--- config.mk ---
export PLATFORM = sky130hd
export DESIGN_NAME = dtr_read_preamble_addr4
export DESIGN_NICKNAME = d
export VERILOG_FILES = /design/src/dtr_read_preamble_addr4.v /design/src/byte_fifo.v
export VERILOG_INCLUDE_DIRS = /design/src /design/src/src
export SDC_FILE = /design/constraint.sdc
export NUM_CORES = 1
export LEC_CHECK = 0
export BUFFER_PORTS_ARGS = -buffer_cell sky130_fd_sc_hd__buf_4
export CORE_MARGIN = 1.5
export CORE_UTILIZATION = 55
export DETAILED_ROUTE_END_ITERATION = 7
export GPL_ROUTABILITY_DRIVEN = 0
export PLACE_DENSITY = 0.81
export SYNTH_ARGS = -nofsm -noshare
export SYNTH_HDL_FRONTEND = slang
export SYNTH_SLANG_ARGS = --single-unit
--- constraint.sdc ---
create_clock -name mclk -period 3.5 [get_ports mclk]
set_clock_uncertainty 0.1 [all_clocks]
set_input_delay 0.35 -clock mclk [delete_from_list [all_inputs] [get_ports mclk]]
set_output_delay 0.35 -clock mclk [all_outputs]
set_load 0.005 [all_outputs]
--- src/dtr_read_consts.vh ---
// Constants for the double-rate read path: opcodes, dummy counts, preamble, array size
`ifndef DTR_READ_CONSTS_VH
`define DTR_READ_CONSTS_VH

// Opcodes, three-byte or mode-dependent address
`define OP_SINGLE_DTR      8'h0D
`define OP_DUAL_DTR        8'hBD
`define OP_QUAD_DTR        8'hED
// Opcodes that always take a 32-bit address
`define OP_SINGLE_DTR_WIDE 8'h0E
`define OP_DUAL_DTR_WIDE   8'hBE
`define OP_QUAD_DTR_WIDE   8'hEE

// Address lengths in bits
`define ADDR_BITS_NARROW   6'h18
`define ADDR_BITS_WIDE     6'h20

// Dummy clocks for each setting of {dummy_select_high, dummy_select_low}
`define DUMMY_SEL_00       5'h06
`define DUMMY_SEL_01       5'h08
`define DUMMY_SEL_10       5'h0A
`define DUMMY_SEL_11       5'h04

// Preamble training pattern and the clock where it starts
`define PREAMBLE_PATTERN   8'h34
`define PREAMBLE_FIRST_CLK 5'h02

// Array address mask (top address, wrap to zero beyond it)
`define ARRAY_ADDR_MASK    32'h03FF_FFFF

// Byte shown when the prefetch buffer has run dry
`define UNDERRUN_BYTE      8'hFF

// Prefetch buffer shape
`define FIFO_WIDTH         8
`define FIFO_DEPTH         32
`define FIFO_AW            5

`endif

--- src/dtr_read_preamble_addr4.v ---
// Double-rate read path of a serial flash: command, address, dummy, preamble, data
`timescale 1ns/1ns
`default_nettype none
`include "dtr_read_consts.vh"
module dtr_read_preamble_addr4 (
  // Clock, reset, enable
  input  wire        mclk,
  input  wire        reset_n,
  input  wire        clk_en,
  // Serial pins from the host
  input  wire        cs_n_pin,
  input  wire        sclk_pin,
  input  wire [3:0]  io_in,
  output reg  [3:0]  io_out,
  output reg  [3:0]  io_oe,
  // Configuration and status from the rest of the device
  input  wire        write_in_progress,
  input  wire        quad_enable_bit,
  input  wire        quad_command_mode,
  input  wire        wide_addr_mode,
  input  wire        extended_address_bit,
  input  wire        dummy_select_low,
  input  wire        dummy_select_high,
  input  wire        preamble_enable_bit,
  output reg         enhance_mode,
  output reg         read_active,
  output reg         read_rejected,
  // Array read port
  output reg         mem_req,
  output reg  [31:0] mem_addr,
  input  wire        mem_valid,
  input  wire [7:0]  mem_rdata
);

  localparam ST_IDLE   = 3'd0;
  localparam ST_OPCODE = 3'd1;
  localparam ST_ADDR   = 3'd2;
  localparam ST_DUMMY  = 3'd3;
  localparam ST_DATA   = 3'd4;
  localparam ST_IGNORE = 3'd5;

  // Synchronisers for the pins
  reg        cs_s1_reg, cs_s2_reg, cs_s3_reg;
  reg        sclk_s1_reg, sclk_s2_reg, sclk_s3_reg;
  reg  [3:0] io_s1_reg, io_s2_reg;

  // Sequencer state
  reg  [2:0]  state_reg;
  reg  [7:0]  op_sh_reg;
  reg  [3:0]  op_cnt_reg;
  reg  [3:0]  width_reg;
  reg         quad_cmd_reg;
  reg  [5:0]  alen_reg;
  reg  [5:0]  abits_reg;
  reg  [31:0] addr_sh_reg;
  reg  [4:0]  dcnt_reg;
  reg  [4:0]  ndummy_reg;
  reg  [3:0]  ind_hi_reg;
  reg  [7:0]  dsh_reg;
  reg  [3:0]  left_reg;
  reg         fetch_en_reg;
  reg         fetch_busy_reg;
  reg         discard_reg;

  wire sclk_rise = sclk_s2_reg & ~sclk_s3_reg;
  wire sclk_fall = ~sclk_s2_reg & sclk_s3_reg;
  wire any_edge  = sclk_rise | sclk_fall;
  wire cs_fall   = cs_s3_reg & ~cs_s2_reg;
  // Address edges start on a rise: the fall that closes the last opcode clock is not an address edge
  wire addr_edge = (state_reg == ST_ADDR) && (sclk_rise || (sclk_fall && (abits_reg != 6'h00)));

  // Opcode shifter: serial on line 0 with upper lines ignored, or nibbles in quad command mode
  wire [7:0] op_new  = quad_command_mode ? {op_sh_reg[3:0], io_s2_reg}
                                         : {op_sh_reg[6:0], io_s2_reg[0]};
  wire [3:0] op_last = quad_command_mode ? 4'h1 : 4'h7;

  // Opcode decode
  reg        dec_ok;
  reg  [3:0] dec_width;
  reg        dec_quad;
  reg        dec_wide;
  always @* begin
    dec_ok    = 1'b1;
    dec_width = 4'h1;
    dec_quad  = 1'b0;
    dec_wide  = 1'b0;
    case (op_new)
      `OP_SINGLE_DTR:      dec_width = 4'h1;
      `OP_DUAL_DTR:        dec_width = 4'h2;
      `OP_QUAD_DTR: begin
        dec_width = 4'h4;
        dec_quad  = 1'b1;
      end
      `OP_SINGLE_DTR_WIDE: dec_wide = 1'b1;
      `OP_DUAL_DTR_WIDE: begin
        dec_width = 4'h2;
        dec_wide  = 1'b1;
      end
      `OP_QUAD_DTR_WIDE: begin
        dec_width = 4'h4;
        dec_quad  = 1'b1;
        dec_wide  = 1'b1;
      end
      default: dec_ok = 1'b0;
    endcase
    // Only the quad reads exist in quad command mode; quad reads need quad enable
    if (quad_command_mode && !dec_quad) begin
      dec_ok = 1'b0;
    end
    if (dec_quad && !quad_enable_bit) begin
      dec_ok = 1'b0;
    end
  end

  // Dummy count from the two select bits
  reg [4:0] dummy_sel;
  always @* begin
    case ({dummy_select_high, dummy_select_low})
      2'b00:   dummy_sel = `DUMMY_SEL_00;
      2'b01:   dummy_sel = `DUMMY_SEL_01;
      2'b10:   dummy_sel = `DUMMY_SEL_10;
      default: dummy_sel = `DUMMY_SEL_11;
    endcase
  end

  // Address capture and assembly
  wire [31:0] addr_new  = (addr_sh_reg << width_reg) | {28'h000_0000, io_s2_reg & lane_mask(width_reg)};
  wire [5:0]  abits_new = abits_reg + {2'b00, width_reg};
  wire [31:0] addr_full = (alen_reg == `ADDR_BITS_NARROW)
                          ? {7'h00, extended_address_bit, addr_new[23:0]}
                          : addr_new;

  // Preamble clock index and bit
  wire [4:0] pre_clk  = dcnt_reg + 5'h01;
  wire [3:0] pre_idx  = 4'h9 - pre_clk[3:0];
  wire [7:0] pre_pattern = `PREAMBLE_PATTERN;
  wire       pre_bit  = pre_pattern[pre_idx[2:0]];
  wire       pre_show = preamble_enable_bit && (pre_clk >= `PREAMBLE_FIRST_CLK)
                        && (pre_clk < ndummy_reg);

  // A new byte is taken at the last dummy fall and whenever a byte is used up
  wire last_dummy = (state_reg == ST_DUMMY) && sclk_fall && (dcnt_reg == ndummy_reg - 5'h01);
  wire load_now   = last_dummy || ((state_reg == ST_DATA) && any_edge && (left_reg == 4'h0));

  // Prefetch buffer between array and shifter
  wire       fifo_in_ready;
  wire       fifo_out_valid;
  wire [7:0] fifo_out_data;
  wire       fifo_flush = cs_s2_reg | cs_fall;
  wire       fifo_push  = mem_valid & fetch_busy_reg & ~discard_reg;
  wire       fifo_pop   = load_now & ~cs_s2_reg;
  wire [7:0] load_byte  = fifo_out_valid ? fifo_out_data : `UNDERRUN_BYTE;

  byte_fifo #(
    .WIDTH (`FIFO_WIDTH),
    .DEPTH (`FIFO_DEPTH),
    .AW    (`FIFO_AW)
  ) u_fifo (
    .mclk      (mclk),
    .reset_n   (reset_n),
    .clk_en    (clk_en),
    .flush     (fifo_flush),
    .in_valid  (fifo_push),
    .in_ready  (fifo_in_ready),
    .in_data   (mem_rdata),
    .out_valid (fifo_out_valid),
    .out_ready (fifo_pop),
    .out_data  (fifo_out_data)
  );

  // Lines used for a given bits-per-edge
  function [3:0] lane_mask;
    input [3:0] w;
    begin
      case (w)
        4'h1:    lane_mask = 4'b0001;
        4'h2:    lane_mask = 4'b0011;
        default: lane_mask = 4'b1111;
      endcase
    end
  endfunction

  // Output lines for a given bits-per-edge; single data leaves on line 1
  function [3:0] out_mask;
    input [3:0] w;
    begin
      out_mask = (w == 4'h1) ? 4'b0010 : lane_mask(w);
    end
  endfunction

  // Top bits of a byte placed on the output lines, MSB on the highest line
  function [3:0] map_bits;
    input [3:0] w;
    input [7:0] b;
    begin
      case (w)
        4'h1:    map_bits = {2'b00, b[7], 1'b0};
        4'h2:    map_bits = {2'b00, b[7:6]};
        default: map_bits = b[7:4];
      endcase
    end
  endfunction

  // Pin synchronisers: three flops for chip select and clock, two for the data lines
  always @(posedge mclk or negedge reset_n) begin
    if (!reset_n) begin
      cs_s1_reg   <= 1'b1;
      cs_s2_reg   <= 1'b1;
      cs_s3_reg   <= 1'b1;
      sclk_s1_reg <= 1'b0;
      sclk_s2_reg <= 1'b0;
      sclk_s3_reg <= 1'b0;
      io_s1_reg   <= 4'h0;
      io_s2_reg   <= 4'h0;
    end else if (clk_en) begin
      cs_s1_reg   <= cs_n_pin;
      cs_s2_reg   <= cs_s1_reg;
      cs_s3_reg   <= cs_s2_reg;
      sclk_s1_reg <= sclk_pin;
      sclk_s2_reg <= sclk_s1_reg;
      sclk_s3_reg <= sclk_s2_reg;
      io_s1_reg   <= io_in;
      io_s2_reg   <= io_s1_reg;
    end
  end

  // Array fetch: one request outstanding, stalled by a full buffer
  always @(posedge mclk or negedge reset_n) begin
    if (!reset_n) begin
      mem_req        <= 1'b0;
      mem_addr       <= 32'h0000_0000;
      fetch_busy_reg <= 1'b0;
      discard_reg    <= 1'b0;
    end else if (clk_en) begin
      mem_req <= 1'b0;
      if (mem_valid && fetch_busy_reg) begin
        fetch_busy_reg <= 1'b0;
        discard_reg    <= 1'b0;
        if (!discard_reg) begin
          mem_addr <= (mem_addr + 32'h0000_0001) & `ARRAY_ADDR_MASK;
        end
      end
      if (fifo_flush && fetch_busy_reg && !(mem_valid)) begin
        discard_reg <= 1'b1;
      end
      if (addr_edge && (abits_new == alen_reg)) begin
        mem_addr <= addr_full & `ARRAY_ADDR_MASK;
      end else if (fetch_en_reg && !fetch_busy_reg && fifo_in_ready && !fifo_flush) begin
        mem_req        <= 1'b1;
        fetch_busy_reg <= 1'b1;
      end
    end
  end

  // Command sequencer and output shifter
  always @(posedge mclk or negedge reset_n) begin
    if (!reset_n) begin
      state_reg     <= ST_IDLE;
      op_sh_reg     <= 8'h00;
      op_cnt_reg    <= 4'h0;
      width_reg     <= 4'h1;
      quad_cmd_reg  <= 1'b0;
      alen_reg      <= `ADDR_BITS_NARROW;
      abits_reg     <= 6'h00;
      addr_sh_reg   <= 32'h0000_0000;
      dcnt_reg      <= 5'h00;
      ndummy_reg    <= `DUMMY_SEL_00;
      ind_hi_reg    <= 4'h0;
      dsh_reg       <= 8'h00;
      left_reg      <= 4'h0;
      fetch_en_reg  <= 1'b0;
      io_out        <= 4'h0;
      io_oe         <= 4'h0;
      enhance_mode  <= 1'b0;
      read_active   <= 1'b0;
      read_rejected <= 1'b0;
    end else if (clk_en) begin
      if (cs_s2_reg) begin
        // Deselected: release the lines and drop the read
        state_reg    <= ST_IDLE;
        io_oe        <= 4'h0;
        fetch_en_reg <= 1'b0;
        read_active  <= 1'b0;
      end else begin
        case (state_reg)
          ST_IDLE: begin
            if (cs_fall) begin
              op_cnt_reg    <= 4'h0;
              abits_reg     <= 6'h00;
              read_rejected <= 1'b0;
              if (enhance_mode && !write_in_progress) begin
                state_reg   <= ST_ADDR;
                read_active <= 1'b1;
              end else if (enhance_mode) begin
                state_reg     <= ST_IGNORE;
                read_rejected <= 1'b1;
              end else begin
                state_reg <= ST_OPCODE;
              end
            end
          end
          ST_OPCODE: begin
            if (sclk_rise) begin
              op_sh_reg  <= op_new;
              op_cnt_reg <= op_cnt_reg + 4'h1;
              if (op_cnt_reg == op_last) begin
                if (!dec_ok) begin
                  state_reg <= ST_IGNORE;
                end else if (write_in_progress) begin
                  state_reg     <= ST_IGNORE;
                  read_rejected <= 1'b1;
                end else begin
                  state_reg    <= ST_ADDR;
                  read_active  <= 1'b1;
                  width_reg    <= dec_width;
                  quad_cmd_reg <= dec_quad;
                  alen_reg     <= (dec_wide || wide_addr_mode) ? `ADDR_BITS_WIDE
                                                               : `ADDR_BITS_NARROW;
                end
              end
            end
          end
          ST_ADDR: begin
            // Address on both edges, MSB first
            if (addr_edge) begin
              addr_sh_reg <= addr_new;
              abits_reg   <= abits_new;
              if (abits_new == alen_reg) begin
                state_reg    <= ST_DUMMY;
                dcnt_reg     <= 5'h00;
                ndummy_reg   <= dummy_sel;
                fetch_en_reg <= 1'b1;
              end
            end
          end
          ST_DUMMY: begin
            // First dummy clock of a quad read carries the enhance indicator
            if (sclk_rise && quad_cmd_reg && (dcnt_reg == 5'h00)) begin
              ind_hi_reg <= io_s2_reg;
            end
            if (sclk_fall) begin
              if (quad_cmd_reg && (dcnt_reg == 5'h00)) begin
                enhance_mode <= ((ind_hi_reg ^ io_s2_reg) == 4'hF);
              end
              if (last_dummy) begin
                state_reg <= ST_DATA;
                io_out    <= map_bits(width_reg, load_byte);
                io_oe     <= out_mask(width_reg);
                dsh_reg   <= load_byte << width_reg;
                left_reg  <= 4'h8 - width_reg;
              end else begin
                dcnt_reg <= dcnt_reg + 5'h01;
                // Preamble only after the indicator clock, trailing bits cut short
                if (pre_show) begin
                  io_out <= {4{pre_bit}} & out_mask(width_reg);
                  io_oe  <= out_mask(width_reg);
                end else begin
                  io_oe <= 4'h0;
                end
              end
            end
          end
          ST_DATA: begin
            // New bits on every edge; rising-edge bits precede falling-edge bits
            if (any_edge) begin
              if (left_reg == 4'h0) begin
                io_out   <= map_bits(width_reg, load_byte);
                dsh_reg  <= load_byte << width_reg;
                left_reg <= 4'h8 - width_reg;
              end else begin
                io_out   <= map_bits(width_reg, dsh_reg);
                dsh_reg  <= dsh_reg << width_reg;
                left_reg <= left_reg - width_reg;
              end
            end
          end
          ST_IGNORE: begin
            io_oe <= 4'h0;
          end
          default: begin
            state_reg <= ST_IDLE;
          end
        endcase
      end
    end
  end

endmodule // dtr_read_preamble_addr4
`default_nettype wire

--- src/byte_fifo.v ---
// Synchronous FIFO with valid/ready on both sides and a flush
`timescale 1ns/1ns
`default_nettype none
module byte_fifo #(
  parameter WIDTH = 8,
  parameter DEPTH = 32,
  parameter AW    = 5
) (
  // Clock, reset, enable
  input  wire             mclk,
  input  wire             reset_n,
  input  wire             clk_en,
  input  wire             flush,
  // Filling side
  input  wire             in_valid,
  output wire             in_ready,
  input  wire [WIDTH-1:0] in_data,
  // Draining side
  output wire             out_valid,
  input  wire             out_ready,
  output wire [WIDTH-1:0] out_data
);

  reg [WIDTH-1:0] store [0:DEPTH-1];
  reg [AW-1:0]    wr_ptr_reg;
  reg [AW-1:0]    rd_ptr_reg;
  reg [AW:0]      count_reg;

  wire do_push;
  wire do_pop;

  // Honest full and empty from the occupancy count
  assign in_ready  = (count_reg != DEPTH[AW:0]);
  assign out_valid = (count_reg != {(AW+1){1'b0}});
  assign out_data  = store[rd_ptr_reg];
  assign do_push   = in_valid & in_ready;
  assign do_pop    = out_valid & out_ready;

  // Storage array, written only on an accepted push
  always @(posedge mclk) begin
    if (clk_en && do_push && !flush) begin
      store[wr_ptr_reg] <= in_data;
    end
  end

  // Pointers and count
  always @(posedge mclk or negedge reset_n) begin
    if (!reset_n) begin
      wr_ptr_reg <= {AW{1'b0}};
      rd_ptr_reg <= {AW{1'b0}};
      count_reg  <= {(AW+1){1'b0}};
    end else if (clk_en) begin
      if (flush) begin
        wr_ptr_reg <= {AW{1'b0}};
        rd_ptr_reg <= {AW{1'b0}};
        count_reg  <= {(AW+1){1'b0}};
      end else begin
        if (do_push) begin
          wr_ptr_reg <= wr_ptr_reg + {{(AW-1){1'b0}}, 1'b1};
        end
        if (do_pop) begin
          rd_ptr_reg <= rd_ptr_reg + {{(AW-1){1'b0}}, 1'b1};
        end
        if (do_push && !do_pop) begin
          count_reg <= count_reg + {{AW{1'b0}}, 1'b1};
        end else if (do_pop && !do_push) begin
          count_reg <= count_reg - {{AW{1'b0}}, 1'b1};
        end
      end
    end
  end

endmodule // byte_fifo
`default_nettype wire

==> Yosys cells after proc, flatten, opt, wreduce, memory -nomap -nowiden <==
Memories as Yosys holds them, arrays and structs flattened.
Cells that the tools add are included.
{ "totals": {"reg_bits": 166, "ram_bits": 256, "romBits": 8, "inputBits": 26, "output_inout_bits": 44, "wordCells": 309, "mem_count": 2} }
{ "memory_table": {"columns": ["name", "depth", "word_bits", "rd", "rd_clocked_by_memory_dff", "wr", "line_no", "text"], "rows": [
  ["u_fifo.store", 32, 8, 1, 0, 1, "byte_fifo.v:24", "reg [WIDTH-1:0] store [0:DEPTH-1];"],
  ["(no name shown)", 8, 1, 1, 0, 0, "dtr_read_preamble_addr4.v:137", "wire pre_bit = pre_pattern[pre_idx[2:0]];"]
]} }
{ "classes": {"add_sub_neg": 12, "n_lt_le_gt_ge": 3, "eq_ne": 45, "shift": 3, "mux": 109, "bitwise": 19, "reduce_logical": 82} }
{ "op_table": {"columns": ["operator", "count"], "rows": [
  ["32-bit two-way mux", 3],
  ["4-bit two-way mux", 24],
  ["4-bit one-hot mux with 2 select lines", 7],
  ["8-bit two-way mux", 6],
  ["5-bit two-way mux", 8],
  ["3-bit two-way mux", 13],
  ["6-bit two-way mux", 6],
  ["1-bit two-way mux", 33],
  ["8-bit == test (second input constant)", 4],
  ["32-bit by 4-bit bitwise OR with 32-bit output", 1],
  ["32-bit by 4-bit << shifter with 32-bit output", 1],
  ["3-bit inequality test (second input constant)", 10],
  ["26-bit by 1-bit adder with 26-bit output (second input constant)", 1],
  ["26-bit two-way mux", 1],
  ["1-bit logical AND", 25],
  ["2-bit nonzero test", 11],
  ["2-bit inequality test (second input constant)", 10],
  ["5-bit AND reduction", 4],
  ["8-bit by 4-bit == test with 1-bit output (second input constant)", 2],
  ["8-bit one-hot mux with 2 select lines", 1],
  ["4-bit AND reduction", 4],
  ["8-bit AND reduction", 2],
  ["8-bit by 4-bit << shifter with 8-bit output", 2],
  ["5-bit by 1-bit adder with 5-bit output (second input constant)", 3],
  ["53 further kinds", 91]
]} }

==> Longest topological paths before layout <==
Gate-level depths: netlist (run 1).
{ "logic_depth": {"depth_word": 16, "depth_mapped": 16, "depth_no_buf": 15} }

==> By module <==
Synthesis (run 1) repeated with hierarchy kept, for this count alone.
{ "unflattened": {"hier_cells": 1528, "hier_area_um2": 19645.1} }
{ "by_module_without_submodules": {"columns": ["mod", "instances", "cells_per_inst", "area_per_inst_um2", "seq_area_each_um2"], "rows": [
  ["byte_fifo", 1, 528, 10975.5, 8087.8],
  ["dtr_read_preamble_addr4", 1, 1000, 8669.6, 3261.9]
]} }

==> Worst setup path after synthesis (run 1) <==
No wires, ideal clock.
{ "synth_path": {"path_kind": "reg-to-reg", "start": "register ndummy_reg[1]", "end": "register u_fifo.count_reg[5]", "setup_ns": 0.074, "arrival_ns": 3.437, "required_ns": 3.326, "slack_ns": -0.111, "stages_incl_launch_ff": 17, "path_buffers": 1, "synth_period_minus_slack_ns": 3.611, "cell_sequence": "dfstp_2 inv_1 ha_1 xor3_1 or4_4 o21ai_2 and2_1 buf_6 nand2b_4 ha_1 a21o_1 a21oi_1 o21bai_1 a21oi_1 xnor2_1 or4_1 o21ai_2"} }
{ "synth_via": {"elab_chain_cells": 10, "elab_cells_between_ends": 13, "classes_between": "add/sub: 1; eq/ne: 1; mux: 2; bitwise: 2; reduce/logical: 7"} }
{ "synth_lines": {"columns": ["item", "line_no", "text"], "rows": [
  ["start, declared", "dtr_read_preamble_addr4.v:57", "reg [4:0] ndummy_reg;"],
  ["start signal, assigned", "dtr_read_preamble_addr4.v:267", "ndummy_reg <= `DUMMY_SEL_00;"],
  ["start signal, assigned", "dtr_read_preamble_addr4.v:331", "ndummy_reg <= dummy_sel;"],
  ["5-bit by 1-bit subtractor with 5-bit output *", "dtr_read_preamble_addr4.v:142", "wire last_dummy = (state_reg == ST_DUMMY) && sclk_fall && (dcnt_reg == ndummy_reg - 5'h01);"],
  ["5-bit == test *", "dtr_read_preamble_addr4.v:142", null],
  ["1-bit logical AND *", "dtr_read_preamble_addr4.v:142", null],
  ["1-bit logical OR *", "dtr_read_preamble_addr4.v:143", "wire load_now = last_dummy || ((state_reg == ST_DATA) && any_edge && (left_reg == 4'h0));"],
  ["1-bit bitwise AND *", "dtr_read_preamble_addr4.v:151", "wire fifo_pop = load_now & ~cs_s2_reg;"],
  ["1-bit bitwise AND *", "byte_fifo.v:37", "assign do_pop = out_valid & out_ready;"],
  ["1-bit logical NOT", "byte_fifo.v:64", "if (do_push && !do_pop) begin"],
  ["1-bit logical AND", "byte_fifo.v:64", null],
  ["3-bit nonzero test (no source line) / 6-bit two-way mux (equally long branches)", null, null],
  ["2-bit AND reduction (no source line) / 6-bit two-way mux (equally long branches)", null, null],
  ["end signal, assigned", "byte_fifo.v:56", "count_reg <= {(AW+1){1'b0}};"],
  ["end signal, assigned", "byte_fifo.v:65", "count_reg <= count_reg + {{AW{1'b0}}, 1'b1};"],
  ["end signal, assigned", "byte_fifo.v:67", "count_reg <= count_reg - {{AW{1'b0}}, 1'b1};"],
  ["end, declared", "byte_fifo.v:27", "reg [AW:0] count_reg;"]
]} }
Every way passes the cells marked *; elsewhere a longest branch is shown, timed or not.
A chain may end at the register's enable or synchronous reset.

==> Final worst setup path (run 1) <==
{ "layout_path": {"start": "register ndummy_reg[2]", "end": "register u_fifo.count_reg[5]"} }
Same word-level chain as after synthesis.

==> metrics.cfg, run 1 <==
[worst_setup_path]
worst_r2r_endpoint=u_fifo.count_reg[5]$_DFFE_PN0P_
worstPathCellList=inv_2 > ha_4 > xnor2_1 > or4_4 > o21ai_4 > and2_4 > nand2b_4 > ha_4 > a21o_1 > a21oi_2 > o21bai_1 > a21oi_2 > xnor2_1 > or4_1 > o21ai_2
worst_flop_to_flop_path_startpoint=ndummy_reg[2]$_DFFE_PN1P_
worst_setup_path_start_kind=register
worst_path_max_delay_cell=sky130_fd_sc_hd__dfstp_2
crit_path_max_fanout=5
critPathCaptureType=register
reg2reg_setup_slack_ps=7
worstSetupPathType=reg2reg
worst_r2r_path_depth=15
critPathArrivalTime_ps=3870
required_worst_endpoint_ps=3880
crit_path_max_incr_delay_ps=540

[timing]
fmax_ghz=0.286
final_critical_path_setup_slack_ps=7.39
final_hold_viols=0
grt_setup_unrepaired=yes
worst_slew_pin_slew_ps=1110
min_period_over_period_pct=99.8
number_of_pins_with_negative_max_slew_slack_in_the_final_report=0
min_period_ps=3490
setup_viol=0
headroom_to_the_max_slew_limit_pct=25.6

[yosys]
number_of_standard_cells_after_synthesis=1594
synth_mux_area_share_pct=13.7
async_flop_share_pct=36.3
share_of_synthesized_cell_area_in_full_adder_half_adder_and_majority_cells_pct=2.37
synth-seq-area-share_pct=57.0
synth_top_cell_by_area=sky130_fd_sc_hd__edfxtp_1
yosys_warnings=0
basic_gate_share_of_the_synthesized_area_counting_and_or_nand_and_nor_cells_pct=9.99
main_combinational_cell_family_by_area_after_synthesis=multiplexers
synth_enable_flop_cells=256
synthDominantCellAreaShare_pct=38.6
synth_ff_type=sky130_fd_sc_hd__edfxtp_1
yosys.area_share.xor_xnor_pct=0.910
ys_ff_latch=402
synth.top_cells.by_area=sky130_fd_sc_hd__edfxtp_1 39%, sky130_fd_sc_hd__dfrtp_1 17%, sky130_fd_sc_hd__mux4_2 6.6%, sky130_fd_sc_hd__mux2i_1 4.6%, sky130_fd_sc_hd__nand2_1 2.7%
netlist_area_um2=19900
syn-mean-instance-area_um2=12.5
yosysUniqueCellTypes=87
synth_compound_area_share_pct=12.6

[power_and_ir_drop]
power_w=0.0119
vdd_drop_max_v=0.000715
cellPowerDensity_nw_per_um2=523
leakage_power_nw=8.61

[hold_path]
worst_hold_startpoint=dummy_select_low
min_to=ndummy_reg[1]$_DFFE_PN1P_
whs_path_depth=3
min_path_type=in2reg

[placement]
dp_hpwl_um=33200
placedInstanceArea_um2=21300
buffer_ports.inserted=63
preCtsSetupSlack_ps=-111

[final_layout]
final_core_util_pct=63.8
num-nets-final=1771
largest_register_ffs=256
fraction_of_layout_cells_with_a_size_suffix_above_1_pct=20.7
areaGrowthSynthToFinish_pct=14.2
final_cell_area_um2=22800
antennaDiodeCount=0

[detailed_routing]
vias=14100
route.detailed.wl_per_inst_um=22.6
dr.pass1.iters=7
drt_drc_violations_left=3
ant_nets=0
drc_marker_count_from_the_first_detailed_route_iteration=1518
finalWirelength_um=49800
detail_route.vias_per_cell=6.40

[floorplanning]
start_util_pct=55.9
placeableCoreArea_um2=35700
die_height_um=193
fp.dieArea_um2=37400
num_rows=69
pin_count=70
floorplan.die.width_um=193

[status]
failing_checks=DRC
outcome=finished, violations left

[global_route]
globalRoute.totalOverflow=0
antenna_found_initial=0
largest_net_degree_at_the_start_of_global_routing=97
gr-usage-all-layers_pct=27.1
grt_pass1_vias=14100
grt_pass1_wl_um=79500

[clocking]
tritoncts=done
cts.reportedPaths.clkPinSlew_ps=60
cts.sink_count=402
htreeDepth=2
clockRootBuffer=sky130_fd_sc_hd__clkbuf_16
cts-buffers-inserted=41
worstSkewPairLatency_ps=580
clk_path_buf_depth=3

[flow_run]
drv_cap=0

-- placed cells by master, fill, tap and decap left out, types with 8 or more instances in the layout --
cell	Yosys	routed
sky130_fd_sc_hd__and3_1	12	12
sky130_fd_sc_hd__or3_1	11	11
sky130_fd_sc_hd__o21ai_0	91	90
sky130_fd_sc_hd__nor2_1	122	122
sky130_fd_sc_hd__dlygate4sd3_1	0	10
sky130_fd_sc_hd__nor3_1	24	24
sky130_fd_sc_hd__o211ai_1	23	23
sky130_fd_sc_hd__a22o_1	14	14
sky130_fd_sc_hd__mux2i_1	91	91
sky130_fd_sc_hd__and2_1	9	8
sky130_fd_sc_hd__nand3_1	31	30
sky130_fd_sc_hd__a221oi_1	9	9
sky130_fd_sc_hd__a21o_1	14	14
sky130_fd_sc_hd__o31ai_1	11	11
sky130_fd_sc_hd__clkinv_1	2	9
sky130_fd_sc_hd__clkbuf_16	0	42
sky130_fd_sc_hd__nor2b_1	17	17
sky130_fd_sc_hd__a211oi_1	18	18
sky130_fd_sc_hd__clkbuf_1	58	8
sky130_fd_sc_hd__xnor2_1	10	10
sky130_fd_sc_hd__ha_1	33	31
sky130_fd_sc_hd__mux4_2	58	58
sky130_fd_sc_hd__o22a_1	8	8
sky130_fd_sc_hd__buf_4	9	149
sky130_fd_sc_hd__clkinv_2	0	8
sky130_fd_sc_hd__a21oi_1	64	62
sky130_fd_sc_hd__inv_1	53	51
sky130_fd_sc_hd__nor4_1	9	9
sky130_fd_sc_hd__mux2_2	45	45
sky130_fd_sc_hd__edfxtp_1	256	256
sky130_fd_sc_hd__a22oi_1	19	19
sky130_fd_sc_hd__nand2b_1	8	8
sky130_fd_sc_hd__nand2_1	141	141
sky130_fd_sc_hd__xor2_1	8	8
sky130_fd_sc_hd__a31oi_1	14	14
sky130_fd_sc_hd__a2bb2oi_1	10	10
sky130_fd_sc_hd__dfrtp_1	139	135
-- area by class of cell --
type / instances / area (um2)
timing repair buffer: 164 / 1310
inverter: 56 / 213
clock inverter: 24 / 250
sequential: 402 / 11400
tap: 461 / 577
clock buffer: 52 / 1110
fill: 2566 / 12900
multi-input combinational: 1044 / 7950
-- critical path, delay by kind of cell, from the launching register on --
| family | cells | cell delay (ps) |
|---|---|---|
| simple gates | 4 | 1280 |
| compound gates | 6 | 790 |
| flops | 1 | 540 |
| fa+ha+maj | 2 | 440 |
| xor+xnor | 2 | 220 |
| buf+inv | 1 | 50 |
-- repair_timing --
| item | CTS | global route |
|---|---|---|
| endpoints found under the hold margin | 98 | 0 |
| gates resized for setup | 1 | 2 |
| gates cloned | 0 | 0 |
| setup endpoints to repair | 1 | 1 |
| hold buffers | 10 | 0 |
| pin swaps | 5 | 1 |
| setup buffers | 1 | 0 |
-- power breakdown --
group          switching [W]  total [W]  internal (W)
Combinational        0.00110    0.00190      0.000796
Sequential          0.000282    0.00558       0.00529
Clock                0.00186    0.00442       0.00256
-- kinds of logic after synthesis --
family	Yosys count
compound gates	367
xor+xnor	19
fa+ha+maj	36
buf+inv	153
flops	402
mux	194
other cells	1
simple gates	422
-- per-stage QoR --
| step | TNS [ps] | std cells | hold slack, ps |
|---|---|---|---|
| floorplan | -4.86 | 1599 | -45.6 |
| global placement | -4.55 | 2116 | 366 |
| detailed placement | -111 | 2116 | 372 |
| CTS | 0 | 2203 | 26.5 |
| global route | -112 | 2203 | 50.7 |
| finish | 0 | 2203 | 46.8 |
-- how the worst max path moves through the flow --
stage | startpoint | endpoint | slack [ps] | depth (start not counted)
after floorplan | ndummy_reg[2]$_DFFE_PN1P_ | u_fifo.count_reg[5]$_DFFE_PN0P_ | -5 | 16
after global placement | ndummy_reg[2]$_DFFE_PN1P_ | u_fifo.count_reg[5]$_DFFE_PN0P_ | -5 | 15
after detailed placement | ndummy_reg[2]$_DFFE_PN1P_ | u_fifo.count_reg[5]$_DFFE_PN0P_ | -110 | 15
after CTS | ndummy_reg[2]$_DFFE_PN1P_ | u_fifo.count_reg[5]$_DFFE_PN0P_ | 1 | 15
after global routing | ndummy_reg[2]$_DFFE_PN1P_ | u_fifo.count_reg[5]$_DFFE_PN0P_ | -110 | 15
final | ndummy_reg[2]$_DFFE_PN1P_ | u_fifo.count_reg[5]$_DFFE_PN0P_ | 7 | 15
-- synth_stat cells (all sizes together) (9+ instances only) --
cell	count
mux2	45
and2	9
a31oi	14
a21o	14
clkbuf	59
mux2i	91
a221oi	9
o211ai	23
nor2b	17
edfxtp	256
a22oi	19
ha	33
nand2b	9
or3	11
nand3	31
nor4	9
a22o	14
o31ai	13
and3	12
mux4	58
nor3	26
a2bb2oi	10
inv	54
nor2	123
o21ai	95
a21oi	65
a211oi	18
xnor2	10
dfrtp	139
nand2	141
buf	38
-- layer usage --
layer,up-vias,track usage (%),wire length (um)
li1,6281,-,-
met1,7064,36.5,20200
met2,652,45.1,24400
met4,0,10.3,1520
met3,100,3.85,3580
met5,-,0,0
Power figures use the tool's default switching activity.
==> run 2: changes to the inputs <==
--- a/config.mk
+++ b/config.mk
@@ -11,7 +11,7 @@
 export CORE_UTILIZATION = 55
 export DETAILED_ROUTE_END_ITERATION = 7
 export GPL_ROUTABILITY_DRIVEN = 0
-export PLACE_DENSITY = 0.81
+export PLACE_DENSITY = 0.76
 export SYNTH_ARGS = -nofsm -noshare
 export SYNTH_HDL_FRONTEND = slang
 export SYNTH_SLANG_ARGS = --single-unit
==> run 2 against run 1 <==
Effect of this change:
- the run ends with DRC, setup timing left
- utilization up 0.27 points
- sequential power about the same
- combinational power down 3%
- sequential cell count unchanged
- final area up 0.42%
- via count down 0.93%
- setup slack worse by 24 ps
- critical path depth unchanged
- wire length down 0.97%
- critical path type unchanged
==> metrics.cfg, run 2 (synthesized netlist as in run 1, its figures left out) <==
[status]
outcome=finished, violations left
failing_checks=DRC, setup timing

[flow_run]
drv_cap=0

[detailed_routing]
detail_route.vias_per_cell=6.31
vias=14000
finalWirelength_um=49300
ant_nets=0
dr.pass1.iters=7
drc_marker_count_from_the_first_detailed_route_iteration=1448
drt_drc_violations_left=5
route.detailed.wl_per_inst_um=22.3

[worst_setup_path]
crit_family=simple AND/OR/NAND/NOR gates
worst_flop_to_flop_path_startpoint=ndummy_reg[2]$_DFFE_PN1P_
worstPathCellList=inv_2 > ha_4 > xnor2_1 > or4_4 > o21ai_4 > and2_4 > nand2b_4 > ha_4 > a21o_1 > a21oi_2 > o21bai_1 > a21oi_1 > xnor2_1 > or4_1 > o21ai_2
required_worst_endpoint_ps=3890
critPathCaptureType=register
worst_r2r_endpoint=u_fifo.count_reg[5]$_DFFE_PN0P_
worst_path_max_delay_cell=sky130_fd_sc_hd__dfstp_2
crit_path_max_fanout=4
worstSetupPathType=reg2reg
worst_setup_path_start_kind=register
worst_r2r_path_depth=15
critPathBufInv=1
crit_path_max_incr_delay_ps=540
critPathArrivalTime_ps=3910
reg2reg_setup_slack_ps=-20

[final_layout]
final_common_cell=sky130_fd_sc_hd__edfxtp_1
mostFrequentLayoutCells=256 x sky130_fd_sc_hd__edfxtp_1, 156 x sky130_fd_sc_hd__buf_4, 141 x sky130_fd_sc_hd__nand2_1
nFillCells=2604
final_cell_area_um2=22900
largest_register_ffs=256
num-nets-final=1780
fraction_of_layout_cells_with_a_size_suffix_above_1_pct=20.9
areaGrowthSynthToFinish_pct=14.7
fin_cells=2212

[clocking]
clockRootBuffer=sky130_fd_sc_hd__clkbuf_16
cts.sink_count=402
worstSkewPairLatency_ps=570
cts.reportedPaths.clkPinSlew_ps=60
tritoncts=done
htreeDepth=2
cts-buffers-inserted=43
clk_path_buf_depth=3
cts_setup_buffers=0

[power_and_ir_drop]
power.switching_fraction_pct=26.8
p_comb_share_pct=15.4
vdd_drop_max_v=0.000627
leakage_power_nw=8.67
cellPowerDensity_nw_per_um2=526
power_switching_w=0.00322
power_frac_seq_pct=46.4
p_int_w=0.00881
p_clk_share_pct=38.2

[global_route]
gr-usage-all-layers_pct=26.9
antenna_found_initial=1
largest_net_degree_at_the_start_of_global_routing=83
grt_pass1_vias=13800
globalRoute.totalOverflow=0
grt_pass1_wl_um=78900

[placement]
buffer_ports.inserted=63
preCtsSetupSlack_ps=-123
placedInstanceArea_um2=21300
dp.cells=2123
dp_hpwl_um=33200

[floorplanning]
fp.dieArea_um2=37400
die_height_um=193
placeableCoreArea_um2=35700
num_rows=69
floorplan.die.width_um=193
pin_count=70
start_util_pct=55.9

[timing]
fmax_ghz=0.284
grt_setup_unrepaired=yes
final_critical_path_setup_slack_ps=-16.8
worst_slew_pin_slew_ps=801
min_period_ps=3520
headroom_to_the_max_slew_limit_pct=46.2
final_hold_viols=0
number_of_pins_with_negative_max_slew_slack_in_the_final_report=0
min_period_over_period_pct=100
setup_viol=1

[hold_path]
worst_hold_startpoint=dummy_select_high
whs_path_depth=4
min_to=ndummy_reg[2]$_DFFE_PN1P_
min_path_type=in2reg

-- run 2: cell types whose count changed in the layout (fill, tap and decap cells not counted), moves of 2 or more --
| cell | before | now |
|---|---|---|
| sky130_fd_sc_hd__buf_4 | 149 | 156 |
| sky130_fd_sc_hd__clkbuf_1 | 8 | 13 |
| sky130_fd_sc_hd__clkbuf_8 | 2 | 4 |
| sky130_fd_sc_hd__clkinv_1 | 9 | 5 |
| sky130_fd_sc_hd__clkinv_2 | 8 | 4 |
-- run 2: worst reg2reg max path, stage by stage (launching register included) --
cell and delay (ps):
sky130_fd_sc_hd__dfstp_2 540, sky130_fd_sc_hd__inv_2 50, sky130_fd_sc_hd__ha_4 230, sky130_fd_sc_hd__xnor2_1 110, sky130_fd_sc_hd__or4_4 520, sky130_fd_sc_hd__o21ai_4 200
sky130_fd_sc_hd__and2_4 180, sky130_fd_sc_hd__nand2b_4 160, sky130_fd_sc_hd__ha_4 200, sky130_fd_sc_hd__a21o_1 170, sky130_fd_sc_hd__a21oi_2 160, sky130_fd_sc_hd__o21bai_1 80
sky130_fd_sc_hd__a21oi_1 170, sky130_fd_sc_hd__xnor2_1 100, sky130_fd_sc_hd__or4_1 420, sky130_fd_sc_hd__o21ai_2 70
-- run 2: worst max path at each step --
stage / start / end / slack [ps] / cells after the start
floorplan: ndummy_reg[2]$_DFFE_PN1P_ / u_fifo.count_reg[5]$_DFFE_PN0P_ / -5 / 16
global placement: ndummy_reg[2]$_DFFE_PN1P_ / u_fifo.count_reg[5]$_DFFE_PN0P_ / -80 / 15
detailed placement: ndummy_reg[2]$_DFFE_PN1P_ / u_fifo.count_reg[5]$_DFFE_PN0P_ / -120 / 15
CTS: ndummy_reg[2]$_DFFE_PN1P_ / u_fifo.count_reg[5]$_DFFE_PN0P_ / -20 / 15
global route: ndummy_reg[2]$_DFFE_PN1P_ / u_fifo.count_reg[5]$_DFFE_PN0P_ / -140 / 15
finish: ndummy_reg[2]$_DFFE_PN1P_ / u_fifo.count_reg[5]$_DFFE_PN0P_ / -20 / 15
-- run 2: timing repair --
action                                  4_1_cts  5_1_grt
resized for setup                             2        0
pin swaps                                     8        2
endpoints found under the setup margin        1        2
hold buffers                                 11        0
endpoints found under the hold margin        85        0
-- run 2: final cells by class --
cell class	count	area, um2	share of cell area, %
Sequential cell	402	11400	49.7
Multi-Input combinational cell	1044	7940	34.7
Timing Repair Buffer	171	1350	5.92
Clock buffer	60	1180	5.16
Tap cell	461	577	2.52
Clock inverter	17	235	1.03
Inverter	56	213	0.931
Antenna cell	1	2.50	0.0109
-- run 2: power by group through the flow --
stage	Combinational (W)	Sequential, W	Clock (W)
after CTS	0.00183	0.00557	0.00466
after floorplan	0.00129	0.00557	0
after global routing	0.00207	0.00561	0.00484
after detailed placement	0.00181	0.00566	0
after global placement	0.00175	0.00565	0
final	0.00185	0.00558	0.00460
-- run 2: through the flow --
step	utilization, %	TNS [ps]	total power [W]	hold WS (ps)
after detailed placement	59.8	-123	0.00747	353
after global placement	59.8	-80.2	0.00740	345
after global routing	64.1	-138	0.0125	94.8
after floorplan	-	-4.86	0.00686	-45.6
after CTS	64.1	-23.0	0.0121	56.0
final	64.1	-16.8	0.0120	78.2
-- run 2: layer usage --
metal / up-vias / share of wire (%) / track usage, %
li1: 6293 / - / -
met4: 0 / 1.8 / 7.32
met3: 74 / 8.8 / 5.07
met1: 6905 / 42 / 39.3
met5: - / 0 / 0
met2: 694 / 47 / 41.8
==> run 3: changes to the inputs <==
--- a/config.mk
+++ b/config.mk
@@ -7,11 +7,13 @@
 export NUM_CORES = 1
 export LEC_CHECK = 0
 export BUFFER_PORTS_ARGS = -buffer_cell sky130_fd_sc_hd__buf_4
+export CELL_PAD_IN_SITES_DETAIL_PLACEMENT = 1
+export CELL_PAD_IN_SITES_GLOBAL_PLACEMENT = 1
 export CORE_MARGIN = 1.5
-export CORE_UTILIZATION = 55
+export CORE_UTILIZATION = 47
 export DETAILED_ROUTE_END_ITERATION = 7
 export GPL_ROUTABILITY_DRIVEN = 0
-export PLACE_DENSITY = 0.76
+export PLACE_DENSITY = 0.78
 export SYNTH_ARGS = -nofsm -noshare
 export SYNTH_HDL_FRONTEND = slang
 export SYNTH_SLANG_ARGS = --single-unit
==> run 3 against run 2 <==
Effect of this change:
- the run ends with setup timing left
- count of clock-buffer cells in the layout rose by 2
- register-to-register slack got worse by 20 ps
- critical path depth did not move
- sequential cell count did not move
- combinational power rose by 5%
- non-clock buffer count rose by 8
==> metrics.cfg, run 3 (synthesized netlist as in run 1, its figures left out) <==
[timing]
grt_setup_unrepaired=yes
min_period_ps=3540
final_hold_viols=0
min_period_over_period_pct=101
number_of_pins_with_negative_max_slew_slack_in_the_final_report=0
final_critical_path_setup_slack_ps=-39.9
headroom_to_the_max_slew_limit_pct=26.7
setup_viol=1
worst_slew_pin_slew_ps=1090
fmax_ghz=0.282
finalSetupTns_ps=-39.9

[power_and_ir_drop]
power_switching_w=0.00344
cellPowerDensity_nw_per_um2=529
power.switching_fraction_pct=28.2
power_frac_seq_pct=45.9
p_clk_share_pct=38.1
p_int_w=0.00874
vdd_drop_max_v=0.000469
p_comb_share_pct=16.0
leakage_power_nw=8.71

[status]
failing_checks=setup timing
outcome=finished, violations left

[detailed_routing]
drt_drc_violations_left=0
route.detailed.wl_per_inst_um=25.2
dr.pass1.iters=7
drc_marker_count_from_the_first_detailed_route_iteration=1237
finalWirelength_um=58000
detail_route.vias_per_cell=6.22
ant_nets=0
vias=14300

[worst_setup_path]
crit_path_max_fanout=4
worstSetupPathType=reg2reg
critPathArrivalTime_ps=3940
worst_setup_path_start_kind=register
worst_path_max_delay_cell=sky130_fd_sc_hd__dfstp_2
worstPathCellList=inv_2 > ha_4 > xor3_1 > or4_4 > o21ai_4 > and2_4 > nand2b_4 > ha_4 > a21o_1 > a21oi_2 > o21bai_1 > a21oi_1 > xnor2_1 > or4_1 > o21ai_2
critPathBufInv=1
crit_path_max_incr_delay_ps=550
required_worst_endpoint_ps=3900
critPathCaptureType=register
crit_family=simple AND/OR/NAND/NOR gates
worst_path_most_repeated_cell=sky130_fd_sc_hd__ha_4

[clocking]
tritoncts=done
cts-buffers-inserted=44
worstSkewPairLatency_ps=600
cts.reportedPaths.clkPinSlew_ps=70
cts.sink_count=402
clk_path_buf_depth=3
clockRootBuffer=sky130_fd_sc_hd__clkbuf_16
htreeDepth=2

[flow_run]
drv_cap=0

[final_layout]
areaGrowthSynthToFinish_pct=15.5
num-nets-final=1789
fraction_of_layout_cells_with_a_size_suffix_above_1_pct=21.6
final_core_util_pct=55.0
largest_register_ffs=256
final_common_cell=sky130_fd_sc_hd__edfxtp_1
mostFrequentLayoutCells=256 x sky130_fd_sc_hd__edfxtp_1, 166 x sky130_fd_sc_hd__buf_4, 141 x sky130_fd_sc_hd__nand2_1

[global_route]
largest_net_degree_at_the_start_of_global_routing=77
grt_pass1_vias=15200
grt_pass1_wl_um=90900
antenna_found_initial=0
globalRoute.totalOverflow=0
gr-usage-all-layers_pct=27.0

[hold_path]
min_path_type=in2reg

[floorplanning]
floorplan.die.width_um=209
num_rows=75
die_height_um=209
placeableCoreArea_um2=41900
start_util_pct=47.6
pin_count=70
fp.dieArea_um2=43600

[placement]
dp_hpwl_um=39400
buffer_ports.inserted=63

==> run 3: cell count changes in the layout (fill, tap and decap cells not counted), moves of 2 or more <==
cell,delta
sky130_fd_sc_hd__clkinv_2,+3
sky130_fd_sc_hd__bufinv_16,-2
sky130_fd_sc_hd__buf_12,-2
sky130_fd_sc_hd__clkinv_16,+2
sky130_fd_sc_hd__clkinv_1,-2
sky130_fd_sc_hd__clkinv_4,+2
sky130_fd_sc_hd__clkbuf_1,+2
sky130_fd_sc_hd__buf_4,+10
==> run 3: path summary, 6_finish.rpt <==
kind / to / depth (start not counted) / slack (ps) / start
worst max-delay path: u_fifo.count_reg[5]$_DFFE_PN0P_ / 15 / -40 / ndummy_reg[2]$_DFFE_PN1P_
worst min-delay path: u_fifo.store[21][2]$_DFFE_PP_ / 1 / 80 / mem_rdata[2]
worst max register to register: u_fifo.count_reg[5]$_DFFE_PN0P_ / 15 / -40 / ndummy_reg[2]$_DFFE_PN1P_
worst min register to register: io_oe[1]$_DFFE_PN0P_ / 2 / 400 / io_oe[1]$_DFFE_PN0P_
max in group asynchronous: addr_sh_reg[15]$_DFFE_PN0P_ / 3 / 2050 / reset_n
min in group asynchronous: io_out[3]$_DFFE_PN0P_ / 2 / 260 / reset_n
==> run 3: metrics by stage <==
step	cell area, um2	std cells	worst slack (ps)	hold slack (ps)	total power (W)
3_3_place_gp	21400	2206	-81.7	342	0.00745
5_1_grt	23000	2302	-139	79.5	0.0126
2_1_floorplan	20000	1599	-4.86	-45.6	0.00686
3_5_place_dp	21400	2206	-203	343	0.00757
6_report	23000	2303	-39.9	83.6	0.0122
4_1_cts	23000	2301	-69.5	64.1	0.0122
==> run 3: metal layers <==
metal,wire length [um],global-route usage (%),vias to the layer above
li1,-,-,6323
met1,25600,37.4,7462
met2,28100,44.3,433
met3,2890,4.21,104
met4,1380,7.95,0
met5,0,0,-
==> run 3: worst reg2reg max path, cell delays in order, from the launching register on <==
cell,delay (ps)
sky130_fd_sc_hd__dfstp_2,550
sky130_fd_sc_hd__inv_2,60
sky130_fd_sc_hd__ha_4,150
sky130_fd_sc_hd__xor3_1,170
sky130_fd_sc_hd__or4_4,520
sky130_fd_sc_hd__o21ai_4,190
sky130_fd_sc_hd__and2_4,180
sky130_fd_sc_hd__nand2b_4,150
sky130_fd_sc_hd__ha_4,210
sky130_fd_sc_hd__a21o_1,160
sky130_fd_sc_hd__a21oi_2,150
sky130_fd_sc_hd__o21bai_1,80
sky130_fd_sc_hd__a21oi_1,190
sky130_fd_sc_hd__xnor2_1,120
sky130_fd_sc_hd__or4_1,430
sky130_fd_sc_hd__o21ai_2,70
==> run 3: power groups by stage <==
stage	Clock, W	Sequential, W	Combinational (W)
6_report	0.00464	0.00559	0.00195
5_1_grt	0.00486	0.00562	0.00214
4_1_cts	0.00471	0.00559	0.00194
3_5_place_dp	0	0.00568	0.00189
3_3_place_gp	0	0.00566	0.00179
2_1_floorplan	0	0.00557	0.00129
==> run 3: timing repair <==
action | in CTS | in global routing
setup endpoints to repair | 2 | 12
hold buffers | 11 | 0
setup buffers | 2 | 1
endpoints found under the hold margin | 76 | 0
gates resized for setup | 3 | 2
pin swaps | 9 | 6
==> run 3: cell type report <==
| type | instances | area (um2) |
|---|---|---|
| fill | 4288 | 18800 |
| sequential | 402 | 11400 |
| multi-input combinational | 1044 | 7950 |
| timing repair buffer | 179 | 1390 |
| clock buffer | 62 | 1200 |
| tap | 539 | 674 |
| clock inverter | 20 | 248 |
| inverter | 56 | 213 |
| antenna | 1 | 2.50 |
